===== src/logic/ftc_cfg_map.vh =====
// register offsets, field positions, reset values and timing for ftc config
`ifndef FTC_CFG_MAP_VH
`define FTC_CFG_MAP_VH
// ============================================================
// register offsets
`define FTC_OFS_FAN_POLE_COUNTS      8'h03
`define FTC_OFS_PIN_OVERTEMP_CONFIG  8'h04
`define FTC_OFS_CONV_RATE_SELECT     8'h05
`define FTC_OFS_FAULT_QUEUE_DEPTH    8'h06
`define FTC_OFS_FAN_BEHAVIOUR_CTRL   8'h07
// ============================================================
// reset values
`define FTC_RST_FAN_POLE_COUNTS      8'h44
`define FTC_RST_PIN_OVERTEMP_CONFIG  8'h00
`define FTC_RST_CONV_RATE_SELECT     8'h07
`define FTC_RST_FAULT_QUEUE_DEPTH    8'h01
`define FTC_RST_FAN_BEHAVIOUR_CTRL   8'h09
// ============================================================
// writable bit masks, everything else reserved and read as zero
`define FTC_WMASK_FAN_POLE_COUNTS    8'hFF
`define FTC_WMASK_PIN_OVERTEMP_CFG   8'hFF
`define FTC_WMASK_CONV_RATE_SELECT   8'h0F
`define FTC_WMASK_FAULT_QUEUE_DEPTH  8'h0F
`define FTC_WMASK_FAN_BEHAVIOUR      8'hCF
// ============================================================
// field positions
`define FTC_POLE2_MSB        7
`define FTC_POLE2_LSB        4
`define FTC_POLE1_MSB        3
`define FTC_POLE1_LSB        0
`define FTC_PIN_REF_BIT      7
`define FTC_WIN_MSB          6
`define FTC_WIN_LSB          4
`define FTC_XOR_TEST_BIT     3
`define FTC_REM2_EVT_BIT     2
`define FTC_REM1_EVT_BIT     1
`define FTC_LOCAL_EVT_BIT    0
`define FTC_RATE_MSB         3
`define FTC_RATE_LSB         0
`define FTC_FQ_MSB           3
`define FTC_FQ_LSB           0
`define FTC_FAN2_OFF_BIT     7
`define FTC_FAN1_OFF_BIT     6
`define FTC_SRC2_MSB         3
`define FTC_SRC2_LSB         2
`define FTC_SRC1_MSB         1
`define FTC_SRC1_LSB         0
// ============================================================
// codes
`define FTC_RATE_MAX_CODE    4'hA
`define FTC_SRC_FULL_SPEED   2'h3
// ============================================================
// overtemp duty window, 0.25 s base, clock 125 MHz
`define FTC_WIN_BASE_MS      250
`define FTC_CLK_MHZ          125
`define FTC_WIN_BASE_CYCLES  (`FTC_WIN_BASE_MS * 1000 * `FTC_CLK_MHZ)
`endif


===== src/logic/ftc_field_decode.v =====
// decode of window, fault queue and conversion rate codes
`include "ftc_cfg_map.vh"

module ftc_field_decode (
  input  wire [2:0] window_code,
  input  wire [3:0] queue_code,
  input  wire [3:0] rate_code,
  output reg  [5:0] window_quarters,
  output reg  [2:0] queue_count,
  output reg  [3:0] rate_log2
);

  // ============================================================
  // window in quarter seconds, codes above 100 clamp to 8 s
  always @* begin
    case (window_code)
      3'h0:    window_quarters = 6'h01;
      3'h1:    window_quarters = 6'h02;
      3'h2:    window_quarters = 6'h04;
      3'h3:    window_quarters = 6'h08;
      3'h4:    window_quarters = 6'h10;
      default: window_quarters = 6'h20;
    endcase
  end

  // ============================================================
  // fault queue, highest set bit wins, lsb is a don't care
  always @* begin
    if (queue_code[3]) begin
      queue_count = 3'h4;
    end else if (queue_code[2]) begin
      queue_count = 3'h3;
    end else if (queue_code[1]) begin
      queue_count = 3'h2;
    end else begin
      queue_count = 3'h1;
    end
  end

  // ============================================================
  // rate as power of two of 1/16 conv/s; undefined codes clamp to 64
  always @* begin
    if (rate_code > `FTC_RATE_MAX_CODE) begin
      rate_log2 = `FTC_RATE_MAX_CODE;
    end else begin
      rate_log2 = rate_code;
    end
  end

endmodule


===== src/logic/ftc_config_regs.v =====
// configuration register bank of the thermal monitor and fan controller
`include "ftc_cfg_map.vh"

module ftc_config_regs (
  input  wire       clk,
  input  wire       reset_n,
  // register port from the serial interface engine
  input  wire [7:0] reg_addr,
  input  wire [7:0] reg_wdata,
  input  wire       reg_write,
  input  wire       reg_read,
  output reg  [7:0] reg_rdata,
  output reg        reg_hit,
  // bits held in neighbouring configuration registers
  input  wire       lock_bit,
  input  wire       sw_reset_req,
  input  wire       overtemp_timer_en,
  // monitor status
  input  wire       round_robin_start,
  input  wire       local_over_limit,
  input  wire       remote1_over_limit,
  input  wire       remote2_over_limit,
  input  wire       fault_sample_valid,
  input  wire       fault_sample_bad,
  input  wire       fan_fault_in,
  // control outputs
  output reg  [3:0] fan2_pole_count,
  output reg  [3:0] fan1_pole_count,
  output reg        pin_is_overtemp_ref,
  output reg        fan_fault_out,
  output reg        xor_test_mode,
  output reg        overtemp_signal_out,
  output reg  [5:0] overtemp_duty_window,
  output reg        window_tick,
  output reg  [3:0] active_rate_code,
  output reg  [2:0] fault_queue_count,
  output reg        fault_alert,
  output reg        first_fan_off,
  output reg        second_fan_off,
  output reg  [1:0] first_drive_source_select,
  output reg  [1:0] second_drive_source_select,
  output reg        first_drive_full_speed,
  output reg        second_drive_full_speed,
  output reg        sw_reset_done
);

  // ============================================================
  // storage
  reg  [7:0]  pole_reg;
  reg  [7:0]  pin_cfg_reg;
  reg  [7:0]  rate_reg;
  reg  [7:0]  fq_reg;
  reg  [7:0]  fan_bhv_reg;
  reg  [31:0] win_cnt_reg;
  reg  [5:0]  quarter_cnt_reg;
  reg  [2:0]  fault_run_reg;
  wire [5:0]  window_quarters;
  wire [2:0]  queue_count;
  wire [3:0]  rate_log2;
  wire        wr_ok;

  // merge write data under a mask so reserved bits stay zero
  function [7:0] masked_write;
    input [7:0] wdata;
    input [7:0] wmask;
    begin
      masked_write = wdata & wmask;
    end
  endfunction

  // ============================================================
  // field decoders
  ftc_field_decode u_decode (
    .window_code     (pin_cfg_reg[`FTC_WIN_MSB:`FTC_WIN_LSB]),
    .queue_code      (fq_reg[`FTC_FQ_MSB:`FTC_FQ_LSB]),
    .rate_code       (rate_reg[`FTC_RATE_MSB:`FTC_RATE_LSB]),
    .window_quarters (window_quarters),
    .queue_count     (queue_count),
    .rate_log2       (rate_log2)
  );

  // writes refused while locked or while a software reset is pending
  assign wr_ok = reg_write & ~lock_bit & ~sw_reset_req;

  // ============================================================
  // register writes, software reset restores every default here
  always @(posedge clk or negedge reset_n) begin
    if (!reset_n) begin
      pole_reg    <= `FTC_RST_FAN_POLE_COUNTS;
      pin_cfg_reg <= `FTC_RST_PIN_OVERTEMP_CONFIG;
      rate_reg    <= `FTC_RST_CONV_RATE_SELECT;
      fq_reg      <= `FTC_RST_FAULT_QUEUE_DEPTH;
      fan_bhv_reg <= `FTC_RST_FAN_BEHAVIOUR_CTRL;
    end else if (sw_reset_req) begin
      pole_reg    <= `FTC_RST_FAN_POLE_COUNTS;
      pin_cfg_reg <= `FTC_RST_PIN_OVERTEMP_CONFIG;
      rate_reg    <= `FTC_RST_CONV_RATE_SELECT;
      fq_reg      <= `FTC_RST_FAULT_QUEUE_DEPTH;
      fan_bhv_reg <= `FTC_RST_FAN_BEHAVIOUR_CTRL;
    end else if (wr_ok) begin
      case (reg_addr)
        `FTC_OFS_FAN_POLE_COUNTS: begin
          // odd counts are kept as written; host should use even ones
          pole_reg <= masked_write(reg_wdata,
                                   `FTC_WMASK_FAN_POLE_COUNTS);
        end
        `FTC_OFS_PIN_OVERTEMP_CONFIG: begin
          pin_cfg_reg <= masked_write(reg_wdata,
                                      `FTC_WMASK_PIN_OVERTEMP_CFG);
        end
        `FTC_OFS_CONV_RATE_SELECT: begin
          // bit 7 dropped even if host writes it anyway
          rate_reg <= masked_write(reg_wdata,
                                   `FTC_WMASK_CONV_RATE_SELECT);
        end
        `FTC_OFS_FAULT_QUEUE_DEPTH: begin
          fq_reg <= masked_write(reg_wdata,
                                 `FTC_WMASK_FAULT_QUEUE_DEPTH);
        end
        `FTC_OFS_FAN_BEHAVIOUR_CTRL: begin
          fan_bhv_reg <= masked_write(reg_wdata, `FTC_WMASK_FAN_BEHAVIOUR);
        end
        default: begin
          pole_reg <= pole_reg;
        end
      endcase
    end
  end

  // ============================================================
  // read port, registered; unmapped offsets give zero and no hit
  always @(posedge clk or negedge reset_n) begin
    if (!reset_n) begin
      reg_rdata <= 8'h00;
      reg_hit   <= 1'b0;
    end else if (reg_read) begin
      reg_hit <= 1'b1;
      case (reg_addr)
        `FTC_OFS_FAN_POLE_COUNTS:     reg_rdata <= pole_reg;
        `FTC_OFS_PIN_OVERTEMP_CONFIG: reg_rdata <= pin_cfg_reg;
        `FTC_OFS_CONV_RATE_SELECT:    reg_rdata <= rate_reg;
        `FTC_OFS_FAULT_QUEUE_DEPTH:   reg_rdata <= fq_reg;
        `FTC_OFS_FAN_BEHAVIOUR_CTRL:  reg_rdata <= fan_bhv_reg;
        default: begin
          reg_rdata <= 8'h00;
          reg_hit   <= 1'b0;
        end
      endcase
    end else begin
      reg_rdata <= 8'h00;
      reg_hit   <= 1'b0;
    end
  end

  // ============================================================
  // static control fields
  always @(posedge clk or negedge reset_n) begin
    if (!reset_n) begin
      fan2_pole_count            <= 4'h4;
      fan1_pole_count            <= 4'h4;
      pin_is_overtemp_ref        <= 1'b0;
      fan_fault_out              <= 1'b0;
      xor_test_mode              <= 1'b0;
      overtemp_duty_window       <= 6'h01;
      first_fan_off              <= 1'b0;
      second_fan_off             <= 1'b0;
      first_drive_source_select  <= 2'h1;
      second_drive_source_select <= 2'h2;
      first_drive_full_speed     <= 1'b0;
      second_drive_full_speed    <= 1'b0;
    end else begin
      fan2_pole_count <= pole_reg[`FTC_POLE2_MSB:`FTC_POLE2_LSB];
      fan1_pole_count <= pole_reg[`FTC_POLE1_MSB:`FTC_POLE1_LSB];
      pin_is_overtemp_ref <= pin_cfg_reg[`FTC_PIN_REF_BIT];
      // fault output only when the pin is not used as reference
      fan_fault_out <= fan_fault_in &
                       ~pin_cfg_reg[`FTC_PIN_REF_BIT];
      xor_test_mode <= pin_cfg_reg[`FTC_XOR_TEST_BIT];
      overtemp_duty_window <= window_quarters;
      second_fan_off <= fan_bhv_reg[`FTC_FAN2_OFF_BIT];
      first_fan_off  <= fan_bhv_reg[`FTC_FAN1_OFF_BIT];
      second_drive_source_select <=
        fan_bhv_reg[`FTC_SRC2_MSB:`FTC_SRC2_LSB];
      first_drive_source_select <=
        fan_bhv_reg[`FTC_SRC1_MSB:`FTC_SRC1_LSB];
      second_drive_full_speed <=
        (fan_bhv_reg[`FTC_SRC2_MSB:`FTC_SRC2_LSB] ==
         `FTC_SRC_FULL_SPEED);
      first_drive_full_speed <=
        (fan_bhv_reg[`FTC_SRC1_MSB:`FTC_SRC1_LSB] ==
         `FTC_SRC_FULL_SPEED);
    end
  end

  // ============================================================
  // overtemp output: an enabled channel over limit with timer running
  always @(posedge clk or negedge reset_n) begin
    if (!reset_n) begin
      overtemp_signal_out <= 1'b0;
    end else begin
      overtemp_signal_out <= overtemp_timer_en & (
        (pin_cfg_reg[`FTC_REM2_EVT_BIT] & remote2_over_limit) |
        (pin_cfg_reg[`FTC_REM1_EVT_BIT] & remote1_over_limit) |
        (pin_cfg_reg[`FTC_LOCAL_EVT_BIT] & local_over_limit));
    end
  end

  // ============================================================
  // duty window timer: quarter-second ticks counted to the window length
  // a window change takes hold at the next quarter boundary
  always @(posedge clk or negedge reset_n) begin
    if (!reset_n) begin
      win_cnt_reg     <= 32'h00000000;
      quarter_cnt_reg <= 6'h00;
      window_tick     <= 1'b0;
    end else if (win_cnt_reg == (`FTC_WIN_BASE_CYCLES - 1)) begin
      win_cnt_reg <= 32'h00000000;
      if (quarter_cnt_reg >= window_quarters - 6'h01) begin
        quarter_cnt_reg <= 6'h00;
        window_tick     <= 1'b1;
      end else begin
        quarter_cnt_reg <= quarter_cnt_reg + 6'h01;
        window_tick     <= 1'b0;
      end
    end else begin
      win_cnt_reg <= win_cnt_reg + 32'h00000001;
      window_tick <= 1'b0;
    end
  end

  // ============================================================
  // conversion rate: held until a new round robin starts
  always @(posedge clk or negedge reset_n) begin
    if (!reset_n) begin
      active_rate_code <= 4'h7;
    end else if (round_robin_start) begin
      active_rate_code <= rate_log2;
    end
  end

  // ============================================================
  // fault queue: alert once the run of bad samples reaches the depth
  always @(posedge clk or negedge reset_n) begin
    if (!reset_n) begin
      fault_run_reg     <= 3'h0;
      fault_alert       <= 1'b0;
      fault_queue_count <= 3'h1;
    end else begin
      fault_queue_count <= queue_count;
      if (fault_sample_valid) begin
        if (!fault_sample_bad) begin
          fault_run_reg <= 3'h0;
          fault_alert   <= 1'b0;
        end else if (fault_run_reg + 3'h1 >= queue_count) begin
          fault_run_reg <= queue_count;       // saturate
          fault_alert   <= 1'b1;
        end else begin
          fault_run_reg <= fault_run_reg + 3'h1;
        end
      end
    end
  end

  // ============================================================
  // software reset acknowledge so the owner can self-clear its bit
  always @(posedge clk or negedge reset_n) begin
    if (!reset_n) begin
      sw_reset_done <= 1'b0;
    end else begin
      sw_reset_done <= sw_reset_req;
    end
  end

endmodule


===== config.mk =====
export PLATFORM = sky130hd
export DESIGN_NAME = ftc_config_regs
export DESIGN_NICKNAME = d
export VERILOG_FILES = /design/src/logic/ftc_field_decode.v /design/src/logic/ftc_config_regs.v
export VERILOG_INCLUDE_DIRS = /design/src /design/src/logic
export SDC_FILE = /design/constraint.sdc
export NUM_CORES = 1
export LEC_CHECK = 0
export BUFFER_PORTS_ARGS = -buffer_cell sky130_fd_sc_hd__buf_2
export CAP_MARGIN = 10
export CORE_MARGIN = 4
export CORE_UTILIZATION = 50
export CTS_CLUSTER_DIAMETER = 150
export DETAILED_ROUTE_END_ITERATION = 12
export PLACE_DENSITY_LB_ADDON = 0.12
export SLEW_MARGIN = 20
export SYNTH_ARGS = -nofsm -noshare
export SYNTH_HDL_FRONTEND = slang
export SYNTH_SLANG_ARGS = --single-unit
export TNS_END_PERCENT = 30

===== constraint.sdc =====
create_clock -name clk -period 2.71 [get_ports clk]
set_input_delay 0.542 -clock clk [delete_from_list [all_inputs] [get_ports clk]]
set_output_delay 0.542 -clock clk [all_outputs]
set_load 0.01 [all_outputs]

==> impl_metrics.csv <==
group,metric,value,unit
yosys,ys_seq_area_frac,0.557,
sta,fin_crit,2.56,ns
grt,grt.overflow.total,0,
worst_setup_path,cp.arrival,2.99,ns
yosys,ys_seq_elements,116,
layout,area_delta_synth_final,22.7,%
floorplanning,die_w,110,um
sta,hold_viol,0,
power_and_ir_drop,p_leak,3.12,nW
placement,dpl.hpwl,8070,um
sta,finalCritPeriodShare,0.943,
floorplanning,rows,37,
worst_setup_path,cp-end-kind,"flop",
worst_setup_path,r2r_end,"quarter_cnt_reg[0]$_DFFE_PN0N_",
power_and_ir_drop,pwr-share-comb,0.071,
worst_setup_path,r2r_cells,12,
yosys,synthFlopType,"dfrtp_1",
route,first_pass_iters,4,
floorplanning,coreArea,10300,um2
grt,grt_pass1_vias,3868,
cts,clock_tree.buffer_depth,2,
yosys,async_flop_share,1.00,
cts,cts-root-buf,"clkbuf_8",
power_and_ir_drop,fin_total_pwr,3.96,mW
layout,nFillCells,853,
hold_path,holdPathEnd,"fan_fault_out$_DFF_PN0_",
worst_setup_path,critPathKind,"reg2reg",
yosys,syn_area,5250,um2
worst_setup_path,cp.required,3.14,ns
power_and_ir_drop,clockPowerShare,0.479,
grt,grt_max_degree,57,
hold_path,hold_depth,2,
yosys,synthesis.nets,519,
route,drt-total-wl,11300,um
worst_setup_path,rr_startpoint,"pin_cfg_reg[4]$_DFFE_PN0P_",
yosys,synth-edff-count,0,
sta,maxSlewHeadroom,0.493,
yosys,yosysWarnings,0,
layout,largest_reg_flops,32,
sta,fin_worst_skew,0.00593,ns
worst_setup_path,critical_path_peak_fanout,5,
power_and_ir_drop,p_sw_frac,0.224,
power_and_ir_drop,pwr_density_cell,614,nW/um2
sta,worst_pin_slew,0.757,ns
power_and_ir_drop,p_int,3.07,mW
cts,h-tree-depth,4,
power_and_ir_drop,switchingPower,0.888,mW
job,drv_cap,0,
yosys,syn_avg_cell_area,11.0,um2
route,initialDrtViolationCount,237,
placement,io_buffers,74,
cts,insertion_delay,0.51,ns
sta,setup_violations,0,
run_status,status,"finished, final reports clean",
floorplanning,chipHeight,110,um
hold_path,min_path_type,"in2reg",
cts,cts_buffers,17,
grt,antenna_found_initial,0,
floorplanning,die_area,12200,um2
yosys,postSynthCellCount,476,
route,final_antenna_net_count,0,
route,drc_errors,0,
sta,fmax,391,MHz
power_and_ir_drop,seqPwrFrac,0.449,
floorplanning,start_util,0.511,
power_and_ir_drop,peakVddDrop,0.000340,V
layout,diodes,0,
layout,fin_nets,621,
floorplanning,io_pins,75,
yosys,yosysUniqueCellTypes,50,
grt,grt_pass1_wl,19200,um
layout,drive_above_1_share,0.259,
sta,slew_violations,0,
route,wl_per_cell,15.6,um
hold_path,min_from,"fan_fault_in",
cts,clock-sinks,116,
placement,place_congestion,0.803,
grt,grt.total_usage,0.193,
worst_setup_path,cp-start-kind,"flop",
route,viasPerCell,5.46,
cts,cts_tree,"done",
route,num_vias,3966,
sta,hold_slack,0.254,ns
cts,clk_pin_slew,0.05,ns
worst_setup_path,r2r_slack,0.15,ns
## power groups by stage
stage          sequential (mW)  clock (mW)  combinational, mW
6_report                  1.78        1.90              0.283
3_5_place_dp              1.81           0              0.282
4_1_cts                   1.78        1.94              0.286
5_1_grt                   1.78        2.03              0.328
2_1_floorplan             1.81           0              0.165
3_3_place_gp              1.81           0              0.279
## synth_stat cells, types with 2 or more instances
master     count  share of area
o21ai_0        8         0.0076
nand3_1       20          0.019
dfrtp_1       99           0.47
dfstp_2       17          0.085
nand2b_1       5         0.0060
nor4b_1        6          0.010
or4b_1         2         0.0038
and4_1         2         0.0033
clkbuf_1      10         0.0071
inv_1         22          0.016
a21oi_1       10         0.0095
ha_1          13          0.031
nor3_1        12          0.011
and2_1         4         0.0048
nor4_1         8         0.0095
a211o_1        8          0.013
nor2b_1        9          0.011
and3_1         6         0.0071
buf_2          4         0.0038
o21ai_1        2         0.0019
nand4_1       11          0.013
a22oi_1        8          0.011
mux2i_1       33          0.063
o2bb2ai_1      2         0.0033
or3_1          2         0.0024
a21o_1         5         0.0071
mux2_2         4         0.0086
nand3b_1       4         0.0057
xnor2_1       15          0.025
o22ai_1        5         0.0060
xor2_1        15          0.025
nor2_1        65          0.046
nand2_1       23          0.016
## layout by cell type (no fill, tap or decap), drive strengths merged, types with 4 or more instances in the layout
cell type and count:
clkinv 5, o22ai 5, nand2b 5, buf 96
a22oi 8, dfrtp 99, inv 22, ha 13
nand3b 4, a211o 8, nand3 20, nand4 11
nor2 65, nor2b 9, nor3 14, a21oi 11
a21o 5, nor4b 7, o21ai 10, nor4 9
nand2 23, clkbuf 27, xor2 15, and3 6
xnor2 15, dfstp 17, and2 4, mux2 4
mux2i 33
## worst max path at each step
stage / depth (start not counted) / start / to / slack [ns]
after detailed placement: 12 / pin_cfg_reg[4]$_DFFE_PN0P_ / quarter_cnt_reg[0]$_DFFE_PN0N_ / -0.03
after global routing: 12 / pin_cfg_reg[4]$_DFFE_PN0P_ / quarter_cnt_reg[2]$_DFFE_PN0N_ / -0.005
final: 12 / pin_cfg_reg[4]$_DFFE_PN0P_ / quarter_cnt_reg[0]$_DFFE_PN0N_ / 0.15
after CTS: 12 / pin_cfg_reg[6]$_DFFE_PN0P_ / quarter_cnt_reg[0]$_DFFE_PN0N_ / 0.004
after floorplan: 12 / pin_cfg_reg[4]$_DFFE_PN0P_ / quarter_cnt_reg[0]$_DFFE_PN0N_ / 0.09
after global placement: 12 / pin_cfg_reg[4]$_DFFE_PN0P_ / quarter_cnt_reg[0]$_DFFE_PN0N_ / 0.15
## per-layer routing
metal	vias to the layer above	share of wire	wire length, um	GRT usage
li1	1877	-	-	-
met1	1970	0.47	5270	0.263
met2	107	0.47	5330	0.296
met3	12	0.053	600	0.0586
met4	0	0.011	126	0.0657
met5	-	0	0	0
## metrics by stage
step / cell area (um2) / setup TNS (ns) / instances / util / setup slack (ns)
detailed placement: 5860 / -0.0271 / 686 / 0.570 / -0.0271
CTS: 6380 / 0 / 719 / 0.621 / 0.00434
global route: 6440 / -0.00522 / 727 / 0.627 / -0.00522
floorplan: 5250 / 0 / 476 / - / 0.0884
global placement: 5860 / 0 / 686 / 0.570 / 0.150
finish: 6440 / 0 / 727 / 0.627 / 0.155
## final cells by class
| cell class | instances | area, um2 | share of cell area |
|---|---|---|---|
| Sequential cell | 116 | 2920 | 0.454 |
| Clock inverter | 5 | 28.8 | 0.00447 |
| Tap cell | 136 | 170 | 0.0264 |
| Clock buffer | 27 | 482 | 0.0748 |
| Multi-Input combinational cell | 324 | 2200 | 0.341 |
| Timing Repair Buffer | 97 | 561 | 0.0870 |
| Inverter | 22 | 82.6 | 0.0128 |
## cell families (layout without fill, tap and decap cells)
logic type,Yosys count,in the layout,synth area share
other cells,1,1,0.000714
buf+inv,36,151,0.0267
flops,116,116,0.557
fa+ha+maj,13,13,0.0310
compound gates,56,56,0.0734
mux,37,37,0.0715
xor+xnor,30,30,0.0500
simple gates,187,187,0.190
## repair_timing
| item | in CTS | in global routing |
|---|---|---|
| gates resized for setup | 1 | 4 |
| hold endpoints to repair | 19 | 0 |
| hold buffers | 1 | 0 |
| endpoints found under the setup margin | 1 | 5 |
| setup buffers | 0 | 8 |
| pin swaps | 0 | 3 |
## worst max-delay path: stages, from the launching register on
cell      delay, ns
dfrtp_1        0.42
nor2_2         0.18
nand2_2        0.09
ha_2           0.19
mux2_2         0.26
a21oi_1        0.15
ha_1           0.25
a21o_1         0.18
a21o_1         0.18
a21oi_1        0.12
buf_4          0.15
nand3b_1       0.13
o21ai_1        0.17
Power figures use the tool's default switching activity.
